[src/rtl/tsa_consts.vh]
// tsa_consts.vh: constants of the temperature sensor alarm slave
// assumes: included by bare name from the design files under rtl/
`ifndef TSA_CONSTS_VH
`define TSA_CONSTS_VH

// ----------------------------------------------------------------
// timing
// ----------------------------------------------------------------
`define TSA_CLK_KHZ 100000
`define TSA_CONV_MS 75
`define TSA_CONV_MAX_MS 125
`define TSA_BUS_STALL_TIMEOUT_MS 25
`define TSA_BUS_STALL_TIMEOUT_MAX_MS 35

// ----------------------------------------------------------------
// bus address and frame
// ----------------------------------------------------------------
`define TSA_DEV_ID 4'h3
`define TSA_BIT_ACK 4'h8
`define TSA_BIT_END 4'h9

// ----------------------------------------------------------------
// register pointers
// ----------------------------------------------------------------
`define TSA_PTR_CFG 8'h01
`define TSA_PTR_UPPER 8'h02
`define TSA_PTR_LOWER 8'h03
`define TSA_PTR_CRIT 8'h04
`define TSA_PTR_TEMP 8'h05
`define TSA_PTR_SMB 8'h22

// ----------------------------------------------------------------
// fields and reset values
// ----------------------------------------------------------------
`define TSA_CFG_INTMODE 0
`define TSA_CFG_CRITONLY 2
`define TSA_CFG_CLEAR 5
`define TSA_CFG_SHDN 8
`define TSA_CFG_HYST_HI 11
`define TSA_CFG_HYST_LO 9
`define TSA_SMB_BUS_STALL_TIMEOUT_EN 7
`define TSA_CFG_WMASK 16'h0F05
`define TSA_SMB_WMASK 16'h0080
`define TSA_REG_RST 16'h0000
`define TSA_TEMP_RST 11'h000
`define TSA_SYNC_RST 16'hC000

// hysteresis codes and widths in 0.125 degree steps
`define TSA_HYST_OFF 3'h0
`define TSA_HYST_0 3'h1
`define TSA_HYST_1P5 3'h2
`define TSA_HYST_3 3'h3
`define TSA_HYST_6 3'h4
`define TSA_HW_0 13'h0000
`define TSA_HW_1P5 13'h000C
`define TSA_HW_3 13'h0018
`define TSA_HW_6 13'h0030

`endif

[src/rtl/tsa_top.v]
// tsa_top.v: temperature sensor with limit alarm and two-wire slave port
// assumes: scl, sda, address selects and converter word arrive from
// outside the clk_sys domain; pads resolve sda and alert from the enables
//
// Behaviour
// - temperature is an 11-bit word, one step per 0.125 degree
// - temperature register refreshed at least 8 times per second
// - each conversion lasts 75 ms, never over 125 ms, then latches
// - result word spans -20 to +125 degrees
// - upper, lower and critical limits writable over the serial port
// - in comparator mode alert asserts when the result is above the upper limit
// - alert is active low open drain, only ever pulled low
// - alert modes: latched interrupt, critical only, comparator
// - hysteresis selectable: off, 0, 1.5, 3 or 6 degrees
// - shutdown stops conversion and freezes the alarm flags, serial port keeps working
// - data sampled on scl rise, changed after scl fall
// - sda only ever driven low
// - three address select pins form part of the bus address
// - an open address select pin counts as zero
// - enabled bus timeout expires between 25 and 35 ms
// - address byte: 0011, three select bits, read when last bit set
// - each received byte acknowledged by driving sda low on ninth clock, except an address byte that does not match
// - enabled timeout resets the serial port when scl stays low
// - interrupt alert holds until software writes one to clear bit
`timescale 1ns/1ns
`include "tsa_consts.vh"

module tsa_top #(
  parameter integer CONV_CYCLES = `TSA_CONV_MS * `TSA_CLK_KHZ,
  parameter integer BUS_STALL_TIMEOUT_CYCLES = `TSA_BUS_STALL_TIMEOUT_MS * `TSA_CLK_KHZ
) (
  input wire clk_sys,
  input wire rst,
  input wire scl_in,
  input wire sda_in,
  output reg sda_out,
  output reg sda_oe_n,
  input wire addr_select_bit0,
  input wire addr_select_bit1,
  input wire addr_select_bit2,
  input wire [10:0] temp_adc_in,
  output reg alert_out,
  output reg alert_oe_n,
  output reg conv_busy
);

  localparam [23:0] CONV_LAST = CONV_CYCLES[23:0] - 24'h1;
  localparam [23:0] BUS_STALL_TIMEOUT_LAST = BUS_STALL_TIMEOUT_CYCLES[23:0] - 24'h1;

  // serial port states
  localparam [2:0] S_IDLE = 3'h0;
  localparam [2:0] S_ADDR = 3'h1;
  localparam [2:0] S_RX = 3'h2;
  localparam [2:0] S_TX = 3'h3;
  localparam [2:0] S_NACK = 3'h4;

  // --------------------------------------------------------------
  // input synchronisers
  // --------------------------------------------------------------
  reg [15:0] sync_a;
  reg [15:0] sync_b;
  reg scl_d;
  reg sda_d;

  // two flops for every pin and converter bit
  always @(posedge clk_sys or posedge rst) begin
    if (rst) begin
      sync_a <= `TSA_SYNC_RST; // scl and sda idle high, no false edge
      sync_b <= `TSA_SYNC_RST;
      scl_d <= 1'b1;
      sda_d <= 1'b1;
    end else begin
      sync_a <= {scl_in, sda_in, addr_select_bit2, addr_select_bit1,
                 addr_select_bit0, temp_adc_in};
      sync_b <= sync_a;
      scl_d <= sync_b[15];
      sda_d <= sync_b[14];
    end
  end

  wire scl_s = sync_b[15];
  wire sda_s = sync_b[14];
  // open select pins are pulled down at the pad, so they read zero
  wire [2:0] addr_sel = sync_b[13:11];
  wire [10:0] adc_s = sync_b[10:0];
  wire scl_rise = scl_s & ~scl_d;
  wire scl_fall = ~scl_s & scl_d;
  wire start_cond = scl_s & scl_d & sda_d & ~sda_s;
  wire stop_cond = scl_s & scl_d & ~sda_d & sda_s;

  // --------------------------------------------------------------
  // registers
  // --------------------------------------------------------------
  reg [15:0] cfg;
  reg [15:0] smb;
  reg [10:0] upper;
  reg [10:0] lower;
  reg [10:0] crit;
  reg [10:0] temp;
  reg above_upper;
  reg below_lower;
  reg above_crit;
  reg int_latch;
  reg conv_tick;
  reg [23:0] conv_cnt;

  wire shdn = cfg[`TSA_CFG_SHDN];
  wire [2:0] hyst_sel = cfg[`TSA_CFG_HYST_HI:`TSA_CFG_HYST_LO];
  wire [15:0] temp_word = {above_crit, above_upper, below_lower,
                           {2{temp[10]}}, temp};

  // write strobe from the serial port
  reg wr_stb;
  reg [7:0] ptr;
  reg [15:0] wr_data;
  wire clear_req = wr_stb & (ptr == `TSA_PTR_CFG) &
                   wr_data[`TSA_CFG_CLEAR];

  // --------------------------------------------------------------
  // conversion timebase
  // --------------------------------------------------------------
  // one result per 75 ms, well inside the 125 ms bound
  always @(posedge clk_sys or posedge rst) begin
    if (rst) begin
      conv_cnt <= 24'h000000;
      conv_tick <= 1'b0;
      conv_busy <= 1'b0;
      temp <= `TSA_TEMP_RST;
    end else begin
      conv_tick <= 1'b0;
      conv_busy <= ~shdn;
      if (shdn) begin
        conv_cnt <= 24'h000000;
      end else if (conv_cnt == CONV_LAST) begin
        conv_cnt <= 24'h000000;
        temp <= adc_s;
        conv_tick <= 1'b1;
      end else begin
        conv_cnt <= conv_cnt + 24'h000001;
      end
    end
  end

  // --------------------------------------------------------------
  // limit compare with hysteresis
  // --------------------------------------------------------------
  reg [12:0] hyst_w;

  // hysteresis width in 0.125 degree steps
  always @* begin
    case (hyst_sel)
      `TSA_HYST_1P5: hyst_w = `TSA_HW_1P5;
      `TSA_HYST_3: hyst_w = `TSA_HW_3;
      `TSA_HYST_6: hyst_w = `TSA_HW_6;
      default: hyst_w = `TSA_HW_0;
    endcase
  end

  wire signed [12:0] t_s = {{2{temp[10]}}, temp};
  wire signed [12:0] up_s = {{2{upper[10]}}, upper};
  wire signed [12:0] lo_s = {{2{lower[10]}}, lower};
  wire signed [12:0] cr_s = {{2{crit[10]}}, crit};
  wire signed [12:0] hw_s = hyst_w;
  wire next_upper = above_upper ? (t_s > up_s - hw_s) : (t_s > up_s);
  wire next_lower = below_lower ? (t_s < lo_s + hw_s) : (t_s < lo_s);
  wire next_crit = above_crit ? (t_s > cr_s - hw_s) : (t_s > cr_s);
  wire window_edge = (next_upper != above_upper) |
                     (next_lower != below_lower);

  // flags move once per new result; the interrupt latch sets when a result moves the upper or lower flag and clears on a clear write
  always @(posedge clk_sys or posedge rst) begin
    if (rst) begin
      above_upper <= 1'b0;
      below_lower <= 1'b0;
      above_crit <= 1'b0;
      int_latch <= 1'b0;
    end else begin
      if (conv_tick) begin
        above_upper <= next_upper;
        below_lower <= next_lower;
        above_crit <= next_crit;
      end
      // a new event wins over a clear in the same cycle
      if (conv_tick & window_edge)
        int_latch <= 1'b1;
      else if (clear_req)
        int_latch <= 1'b0;
    end
  end

  // alert pin: only ever pulled low
  always @(posedge clk_sys or posedge rst) begin
    if (rst) begin
      alert_out <= 1'b0;
      alert_oe_n <= 1'b1;
    end else begin
      alert_out <= 1'b0;
      if (cfg[`TSA_CFG_CRITONLY])
        alert_oe_n <= ~above_crit;
      else if (cfg[`TSA_CFG_INTMODE])
        alert_oe_n <= ~(int_latch | above_crit);
      else
        alert_oe_n <= ~(above_upper | below_lower | above_crit);
    end
  end

  // --------------------------------------------------------------
  // register writes
  // --------------------------------------------------------------
  always @(posedge clk_sys or posedge rst) begin
    if (rst) begin
      cfg <= `TSA_REG_RST;
      smb <= `TSA_REG_RST;
      upper <= `TSA_TEMP_RST;
      lower <= `TSA_TEMP_RST;
      crit <= `TSA_TEMP_RST;
    end else if (wr_stb) begin
      case (ptr)
        `TSA_PTR_CFG: cfg <= wr_data & `TSA_CFG_WMASK;
        `TSA_PTR_SMB: smb <= wr_data & `TSA_SMB_WMASK;
        `TSA_PTR_UPPER: upper <= wr_data[10:0];
        `TSA_PTR_LOWER: lower <= wr_data[10:0];
        `TSA_PTR_CRIT: crit <= wr_data[10:0];
        default: ;
      endcase
    end
  end

  reg [15:0] rd_mux;

  // read view of the selected register
  always @* begin
    case (ptr)
      `TSA_PTR_CFG: rd_mux = cfg;
      `TSA_PTR_SMB: rd_mux = smb;
      `TSA_PTR_UPPER: rd_mux = {{5{upper[10]}}, upper};
      `TSA_PTR_LOWER: rd_mux = {{5{lower[10]}}, lower};
      `TSA_PTR_CRIT: rd_mux = {{5{crit[10]}}, crit};
      `TSA_PTR_TEMP: rd_mux = temp_word;
      default: rd_mux = `TSA_REG_RST;
    endcase
  end

  // --------------------------------------------------------------
  // bus stall timeout
  // --------------------------------------------------------------
  reg [23:0] bus_stall_timeout_cnt;
  reg bus_stall_timeout_hit;
  reg [2:0] st;

  // counts scl low time during a frame
  always @(posedge clk_sys or posedge rst) begin
    if (rst) begin
      bus_stall_timeout_cnt <= 24'h000000;
      bus_stall_timeout_hit <= 1'b0;
    end else begin
      bus_stall_timeout_hit <= 1'b0;
      if (scl_s | (st == S_IDLE) | ~smb[`TSA_SMB_BUS_STALL_TIMEOUT_EN]) begin
        bus_stall_timeout_cnt <= 24'h000000;
      end else if (bus_stall_timeout_cnt == BUS_STALL_TIMEOUT_LAST) begin
        bus_stall_timeout_cnt <= 24'h000000;
        bus_stall_timeout_hit <= 1'b1;
      end else begin
        bus_stall_timeout_cnt <= bus_stall_timeout_cnt + 24'h000001;
      end
    end
  end

  // --------------------------------------------------------------
  // two-wire slave
  // --------------------------------------------------------------
  reg [3:0] bit_cnt;
  reg [7:0] shift_in;
  reg [15:0] tx_word;
  reg tx_sel;
  reg [1:0] rx_idx;
  reg [7:0] wr_hi;
  wire [7:0] tx_byte = tx_sel ? tx_word[7:0] : tx_word[15:8];

  always @(posedge clk_sys or posedge rst) begin
    if (rst) begin
      st <= S_IDLE;
      bit_cnt <= 4'h0;
      shift_in <= 8'h00;
      tx_word <= `TSA_REG_RST;
      tx_sel <= 1'b0;
      rx_idx <= 2'h0;
      wr_hi <= 8'h00;
      ptr <= 8'h00;
      wr_data <= `TSA_REG_RST;
      wr_stb <= 1'b0;
      sda_out <= 1'b0;
      sda_oe_n <= 1'b1;
    end else begin
      wr_stb <= 1'b0;
      sda_out <= 1'b0;
      if (bus_stall_timeout_hit | stop_cond) begin
        st <= S_IDLE;
        sda_oe_n <= 1'b1;
      end else if (start_cond) begin
        st <= S_ADDR;
        bit_cnt <= 4'h0;
        sda_oe_n <= 1'b1;
      end else if (scl_rise & (st != S_IDLE)) begin
        if (bit_cnt < `TSA_BIT_ACK)
          shift_in <= {shift_in[6:0], sda_s};
        else if ((st == S_TX) & sda_s)
          st <= S_NACK;
        bit_cnt <= bit_cnt + 4'h1;
      end else if (scl_fall & (st != S_IDLE)) begin
        if (bit_cnt == `TSA_BIT_ACK) begin
          sda_oe_n <= 1'b1;
          case (st)
            S_ADDR: begin
              if (shift_in[7:1] == {`TSA_DEV_ID, addr_sel}) begin
                sda_oe_n <= 1'b0;
                st <= shift_in[0] ? S_TX : S_RX;
                tx_sel <= 1'b0;
                tx_word <= rd_mux;
                rx_idx <= 2'h0;
              end else begin
                st <= S_IDLE;
              end
            end
            S_RX: begin
              sda_oe_n <= 1'b0;
              if (rx_idx == 2'h0) begin
                ptr <= shift_in;
                rx_idx <= 2'h1;
              end else if (rx_idx == 2'h1) begin
                wr_hi <= shift_in;
                rx_idx <= 2'h2;
              end else begin
                wr_data <= {wr_hi, shift_in};
                wr_stb <= 1'b1;
                rx_idx <= 2'h1;
              end
            end
            S_TX: begin
              tx_sel <= ~tx_sel;
              if (tx_sel)
                tx_word <= rd_mux;
            end
            default: ;
          endcase
        end else if (bit_cnt == `TSA_BIT_END) begin
          bit_cnt <= 4'h0;
          sda_oe_n <= 1'b1;
          if (st == S_TX)
            sda_oe_n <= tx_byte[7];
          else if (st == S_NACK)
            st <= S_IDLE;
        end else if (st == S_TX) begin
          sda_oe_n <= tx_byte[3'h7 - bit_cnt[2:0]];
        end
      end
    end
  end

endmodule // tsa_top

[config.mk]
export PLATFORM = sky130hd
export DESIGN_NAME = tsa_top
export DESIGN_NICKNAME = d
export VERILOG_FILES = /design/src/rtl/tsa_top.v
export VERILOG_INCLUDE_DIRS = /design/src /design/src/rtl
export SDC_FILE = /design/constraint.sdc
export NUM_CORES = 1
export LEC_CHECK = 0
export ABC_AREA = 1
export BUFFER_PORTS_ARGS = -buffer_cell sky130_fd_sc_hd__buf_2
export CAP_MARGIN = 20
export CELL_PAD_IN_SITES_DETAIL_PLACEMENT = 0
export CELL_PAD_IN_SITES_GLOBAL_PLACEMENT = 1
export CORE_ASPECT_RATIO = 0.75
export CORE_MARGIN = 4
export CORE_UTILIZATION = 29
export CTS_CLUSTER_DIAMETER = 60
export DETAILED_ROUTE_END_ITERATION = 10
export HOLD_SLACK_MARGIN = 0.1
export PLACE_DENSITY_LB_ADDON = 0.12
export SLEW_MARGIN = 30
export SYNTH_ARGS = -nofsm -noshare
export SYNTH_HDL_FRONTEND = slang
export SYNTH_SLANG_ARGS = --single-unit
[constraint.sdc]
create_clock -name clk_sys -period 5.3 [get_ports clk_sys]
set_input_delay 0.265 -clock clk_sys [delete_from_list [all_inputs] [get_ports clk_sys]]
set_output_delay 0.265 -clock clk_sys [all_outputs]
set_load 0.05 [all_outputs]
Word level (Yosys, flattened, before mapping). Index checks and enable logic that the tools add are counted.

Add/subtract/negate cells: 7. Order comparisons: 8. Equal/unequal tests: 29. Muxes and demuxes: 65. Bitwise logic cells: 35. Reduce and logical (&&, ||, !) cells: 29.

Operators by type and width (count): two-way mux 24 bit (4); one-hot mux 16 bit (6 select lines) (1); adder 24 x 1 -> 24 bit (second input constant) (2); two-way mux 3 bit (11); two-way mux 16 bit (2); one-hot mux 16 bit (2 select lines) (1); two-way mux 1 bit (31); AND reduction 7 bit (4); == test 24 x 22 -> 1 bit (second input constant) (1); == test 24 x 23 -> 1 bit (second input constant) (1); > comparator 11 x 12 -> 1 bit (2); AND reduction 8 bit (3); subtractor 11 x 7 -> 12 bit (2); > comparator 11 bit (2); two-way mux 4 bit (5); one-hot mux 6 bit (3 select lines) (1); == test 8 x 2 -> 1 bit (second input constant) (2); == test 8 x 3 -> 1 bit (second input constant) (2); inverter 1 bit (15); nonzero test 5 bit (3); AND 1 bit (13); adder 11 x 7 -> 12 bit (1); == test 3 x 2 -> 1 bit (second input constant) (4); less-than comparator 11 x 12 -> 1 bit (1); 33 further kinds (59).

Flip-flop bits (word level): 201. Input port bits: 18. Output and inout bits: 5. Word-level logic and storage cells: 204.

Logic depth before layout (Yosys ltp).
Depth in word-level cells: 10. Mapped depth: 27.

Least setup slack after synthesis. OpenSTA, ideal clock, no wires.

Path type: register to register. From: reg cfg[10]. To: reg above_upper. Arrival: 3225 ps. Required time: 5171 ps. Path slack: 1945 ps. Stages on the path, launching flop included: 23. Path buffers: 0. Clock period less this slack: 3355 ps. Cell sequence: dfrtp_1 > inv_1 > nor2_1 > inv_1 > nor2_1 > ha_1 > inv_1 > fa_1 > and3_1 > a211oi_1 > nand3_1 > nor3_1 > xor2_1 > ha_1 > nand4_1 > nor2_1 > nand4_1 > nand2_1 > inv_1 > nand3_1 > o21ai_0 > nand2_1 > o21ai_0.

Word-level cells in the longest chain between the ends: 5.

Ends and longest elaborated chain: start: declaration (line tsa_top.v:94) `reg [15:0] cfg;`; start signal: assignment (line tsa_top.v:212) `` cfg <= `TSA_REG_RST; ``; start signal: assignment (line tsa_top.v:219) `` `TSA_PTR_CFG: cfg <= wr_data & `TSA_CFG_WMASK; ``; == test 3 bit / == test 3 x 2 -> 1 bit (equally long branches) (line tsa_top.v:151) `case (hyst_sel)`; one-hot mux 6 bit (3 select lines) * (line tsa_top.v:151); subtractor 11 x 7 -> 12 bit * (line tsa_top.v:164) `wire next_upper = above_upper ? (t_s > up_s - hw_s) : (t_s > up_s);`; > comparator 11 x 12 -> 1 bit * (line tsa_top.v:164); two-way mux 1 bit * (line tsa_top.v:164); end signal: assignment (line tsa_top.v:179) `above_upper <= next_upper;`; end: declaration (line tsa_top.v:100) `reg above_upper;`.

Mark *: on every way between the ends. The rest lies on a longest branch, timed or not. A chain may end at the register's enable or synchronous reset.

Worst setup path after layout. Ends and elaborated chain as after synthesis.

==> impl_metrics.json <==
{
  "synthDominantCellAreaShare_pct": 41.8,
  "syn_area_um2": 11500,
  "crit_cells": 22,
  "cts_root_buffer": "clkbuf_16",
  "syn2layout_area_growth_pct": 15.3,
  "post-dp-hpwl_mm": 24.2,
  "required_ps": 5730,
  "r2r_start": "cfg[10]",
  "setup_tns_ps": 0,
  "async_reset_ff_share_pct": 100,
  "max_slew_margin_pct": 50.4,
  "cp_top_family": "simple AND/OR/NAND/NOR gates",
  "vias": 9157,
  "yosysTopAreaCell": "dfrtp_1",
  "via_per_inst": 4.61,
  "cts_buffers": 27,
  "grt_max_degree": 104,
  "synth_edf_count": 0,
  "grt_pass1_vias": 8932,
  "synthTopCellsByCount": "352 x nand2_1, 193 x dfrtp_1, 171 x inv_1",
  "hold_viol_final": 0,
  "wl_per_cell_um": 16.3,
  "start_util_pct": 29.3,
  "wl_mm": 32.3,
  "num_rows": 63,
  "clkLatencyLatePin_ps": 570,
  "drt_pre_antenna_iters": 5,
  "reg2regPathDepth": 22,
  "skew_ps": 13.0,
  "period_share_pct": 73.4,
  "clkTransAtPathRegs_ps": 60,
  "numPortBuffers": 20,
  "gr-usage-all-layers_pct": 15.2,
  "netlist-cell-type-count": 60,
  "r2r_slack_ps": 1410,
  "power.leakage_nw": 5.90,
  "antenna_found_initial": 2,
  "worst_pin_slew_ps": 743,
  "die_w_um": 238,
  "die-area_um2": 43100,
  "grt_remaining_overflow": 0,
  "reg2reg_to": "above_upper",
  "start_kind": "flip-flop",
  "crit_path_start": "cfg[10]",
  "yosysMostFrequentCell": "nand2_1",
  "cts_tree": "built",
  "clockBufferDepth": 3,
  "critPathSlowestCell": "fa_1",
  "die_y_um": 181,
  "synth.avg_cell_area_um2": 8.25,
  "io_pins": 23,
  "synth_flop_cell": "dfrtp_1",
  "dp_cells": 1919,
  "multi_input_area_um2": 5660,
  "ys_top_cells_by_area": "dfrtp_1 42%, nand2_1 11%, ha_1 8.7%",
  "globalplace.congestion": 0.832,
  "final-setup-viol-count": 0,
  "cp_common_cell": "inv_1",
  "htree_levels": 1,
  "core_um2": 39400,
  "rsz0062_at_grt": "no",
  "ir_drop_mv": 0.279,
  "final_util_pct": 33.8,
  "path_buf_inv": 4,
  "synth_cells": 1399,
  "fin_ws_ps": 1410,
  "drv_cap": 0,
  "path_cells": "inv_1 -> nor2_1 -> inv_1 -> nor2_1 -> ha_1 -> inv_1 -> fa_1 -> and3_1 -> a211oi_1 -> nand3_1 -> nor3_1 -> xor2_1 -> ha_1 -> nand4_1 -> nor2_1 -> nand4_1 -> nand2_1 -> inv_1 -> nand3_1 -> o21ai_0 -> nand2_1 -> o21ai_0",
  "status": "finished, final reports clean",
  "powerDensity_nw_per_um2": 275,
  "ys_seq_area_share_pct": 43.6,
  "holdWs_ps": 325,
  "path_max_fanout": 6,
  "path_class": "reg2reg",
  "drc": 0,
  "drt_iter0_markers": 607,
  "hold_class": "in2async",
  "stdcell_count": 1987,
  "final_antenna_net_count": 0,
  "post-route-min-period_ps": 3890,
  "ys_warn_count": 0,
  "drive_gt1_share_pct": 10.6,
  "ys_ff_latch": 201,
  "endpoint": "above_upper",
  "worstPathArrival_ps": 4320,
  "place_ws_ps": 1410,
  "nNetsFinal": 1545,
  "cts_sinks": 201,
  "fill_cells": 4217,
  "grt_pass1_wl_mm": 52.5,
  "max_stage_delay_ps": 390,
  "drv_slew": 0,
  "crit_path_end_kind": "flip-flop",
  "fmax_mhz": 257,
  "regArea_um2": 5040
}
area by class of cell:
type	count	share of cell area (%)
sequential	201	37.9
timing repair buffer	41	2.38
multi-input combinational	987	42.5
clock buffer	32	5.29
tap	520	4.89
clock inverter	18	1.75
inverter	187	5.31
antenna	1	0.0188
per-stage QoR:
step                power (W)  area, um2
detailed placement    0.00177      12200
floorplan             0.00172      11600
global placement      0.00177      12200
global route          0.00383      13300
finish                0.00366      13300
CTS                   0.00375      13300
what timing repair did:
action                                 in CTS  in global routing
gates resized for setup                     0                  0
endpoints found under the hold margin      39                  0
hold buffers                               17                  0
setup buffers                               0                  0
worst reg2reg max path: cells and delay by family, from the launching register on:
kind	cells	cell delay, ps
compound gates	3	480
buf+inv	4	330
xor+xnor	1	100
fa+ha+maj	3	890
flops	1	360
simple gates	11	1600
report_power, final:
| group | total (W) | internal [W] | switching, W |
|---|---|---|---|
| clock | 0.00192 | 0.00116 | 0.000757 |
| combinational | 0.000158 | 0.0000444 | 0.000114 |
| sequential | 0.00159 | 0.00156 | 0.0000231 |
| total | 0.00366 | 0.00277 | 0.000894 |
state kept, by name, summed over array words and instances (netlist names), 12 cells and up:
name                   flops
wr_data                   12
conv_cnt                  24
tx_word                   16
bus_stall_timeout_cnt     24
sync_a                    16
sync_b                    16
logic make-up (layout without fill, tap and decap cells):
| logic type | after synthesis | in the layout | synth area share (%) |
|---|---|---|---|
| AOI/OAI and AO/OA | 200 | 200 | 10.5 |
| xor gates and xnor gates | 42 | 42 | 3.19 |
| adders and majority gates | 82 | 82 | 9.01 |
| buffers and inverters | 212 | 278 | 7.45 |
| DFF | 201 | 201 | 43.6 |
| muxes | 1 | 1 | 0.0975 |
| other | 1 | 3 | 0.0325 |
| and+or+nand+nor | 660 | 660 | 26.1 |
layer usage:
layer | wire [um] | part of all wire, % | track usage, %
met5 | 0 | 0 | 0
met4 | 669 | 2.1 | 3.20
met3 | 1300 | 4.0 | 2.37
met2 | 12400 | 38 | 20.6
met1 | 18000 | 56 | 25.1
cell usage in the layout (no fill, tap or decap), drive strengths merged, types with 4 or more instances in the layout:
master	count
a211oi	5
a21oi	45
a31oi	4
buf	24
bufinv	4
clkbuf	32
clkinv	11
dfrtp	193
dfstp	8
dlygate4sd3	17
ha	80
inv	187
nand2	362
nand3	50
nand4	36
nor2	133
nor3	47
nor3b	9
nor4	12
o2111a	5
o21ai	117
xnor2	8
xor2	34
how the worst min path moves through the flow:
stage	from	cells after the start	end	slack, ps
finish	rst	3	temp[0]	320
global route	addr_select_bit2	2	sync_a[13]	310
CTS	temp_adc_in[5]	2	sync_a[5]	300
detailed placement	sync_a[3]	0	sync_b[3]	340
global placement	sync_a[13]	0	sync_b[13]	330
floorplan	sda_in	0	sync_a[14]	270
Power figures use the tool's default switching activity.
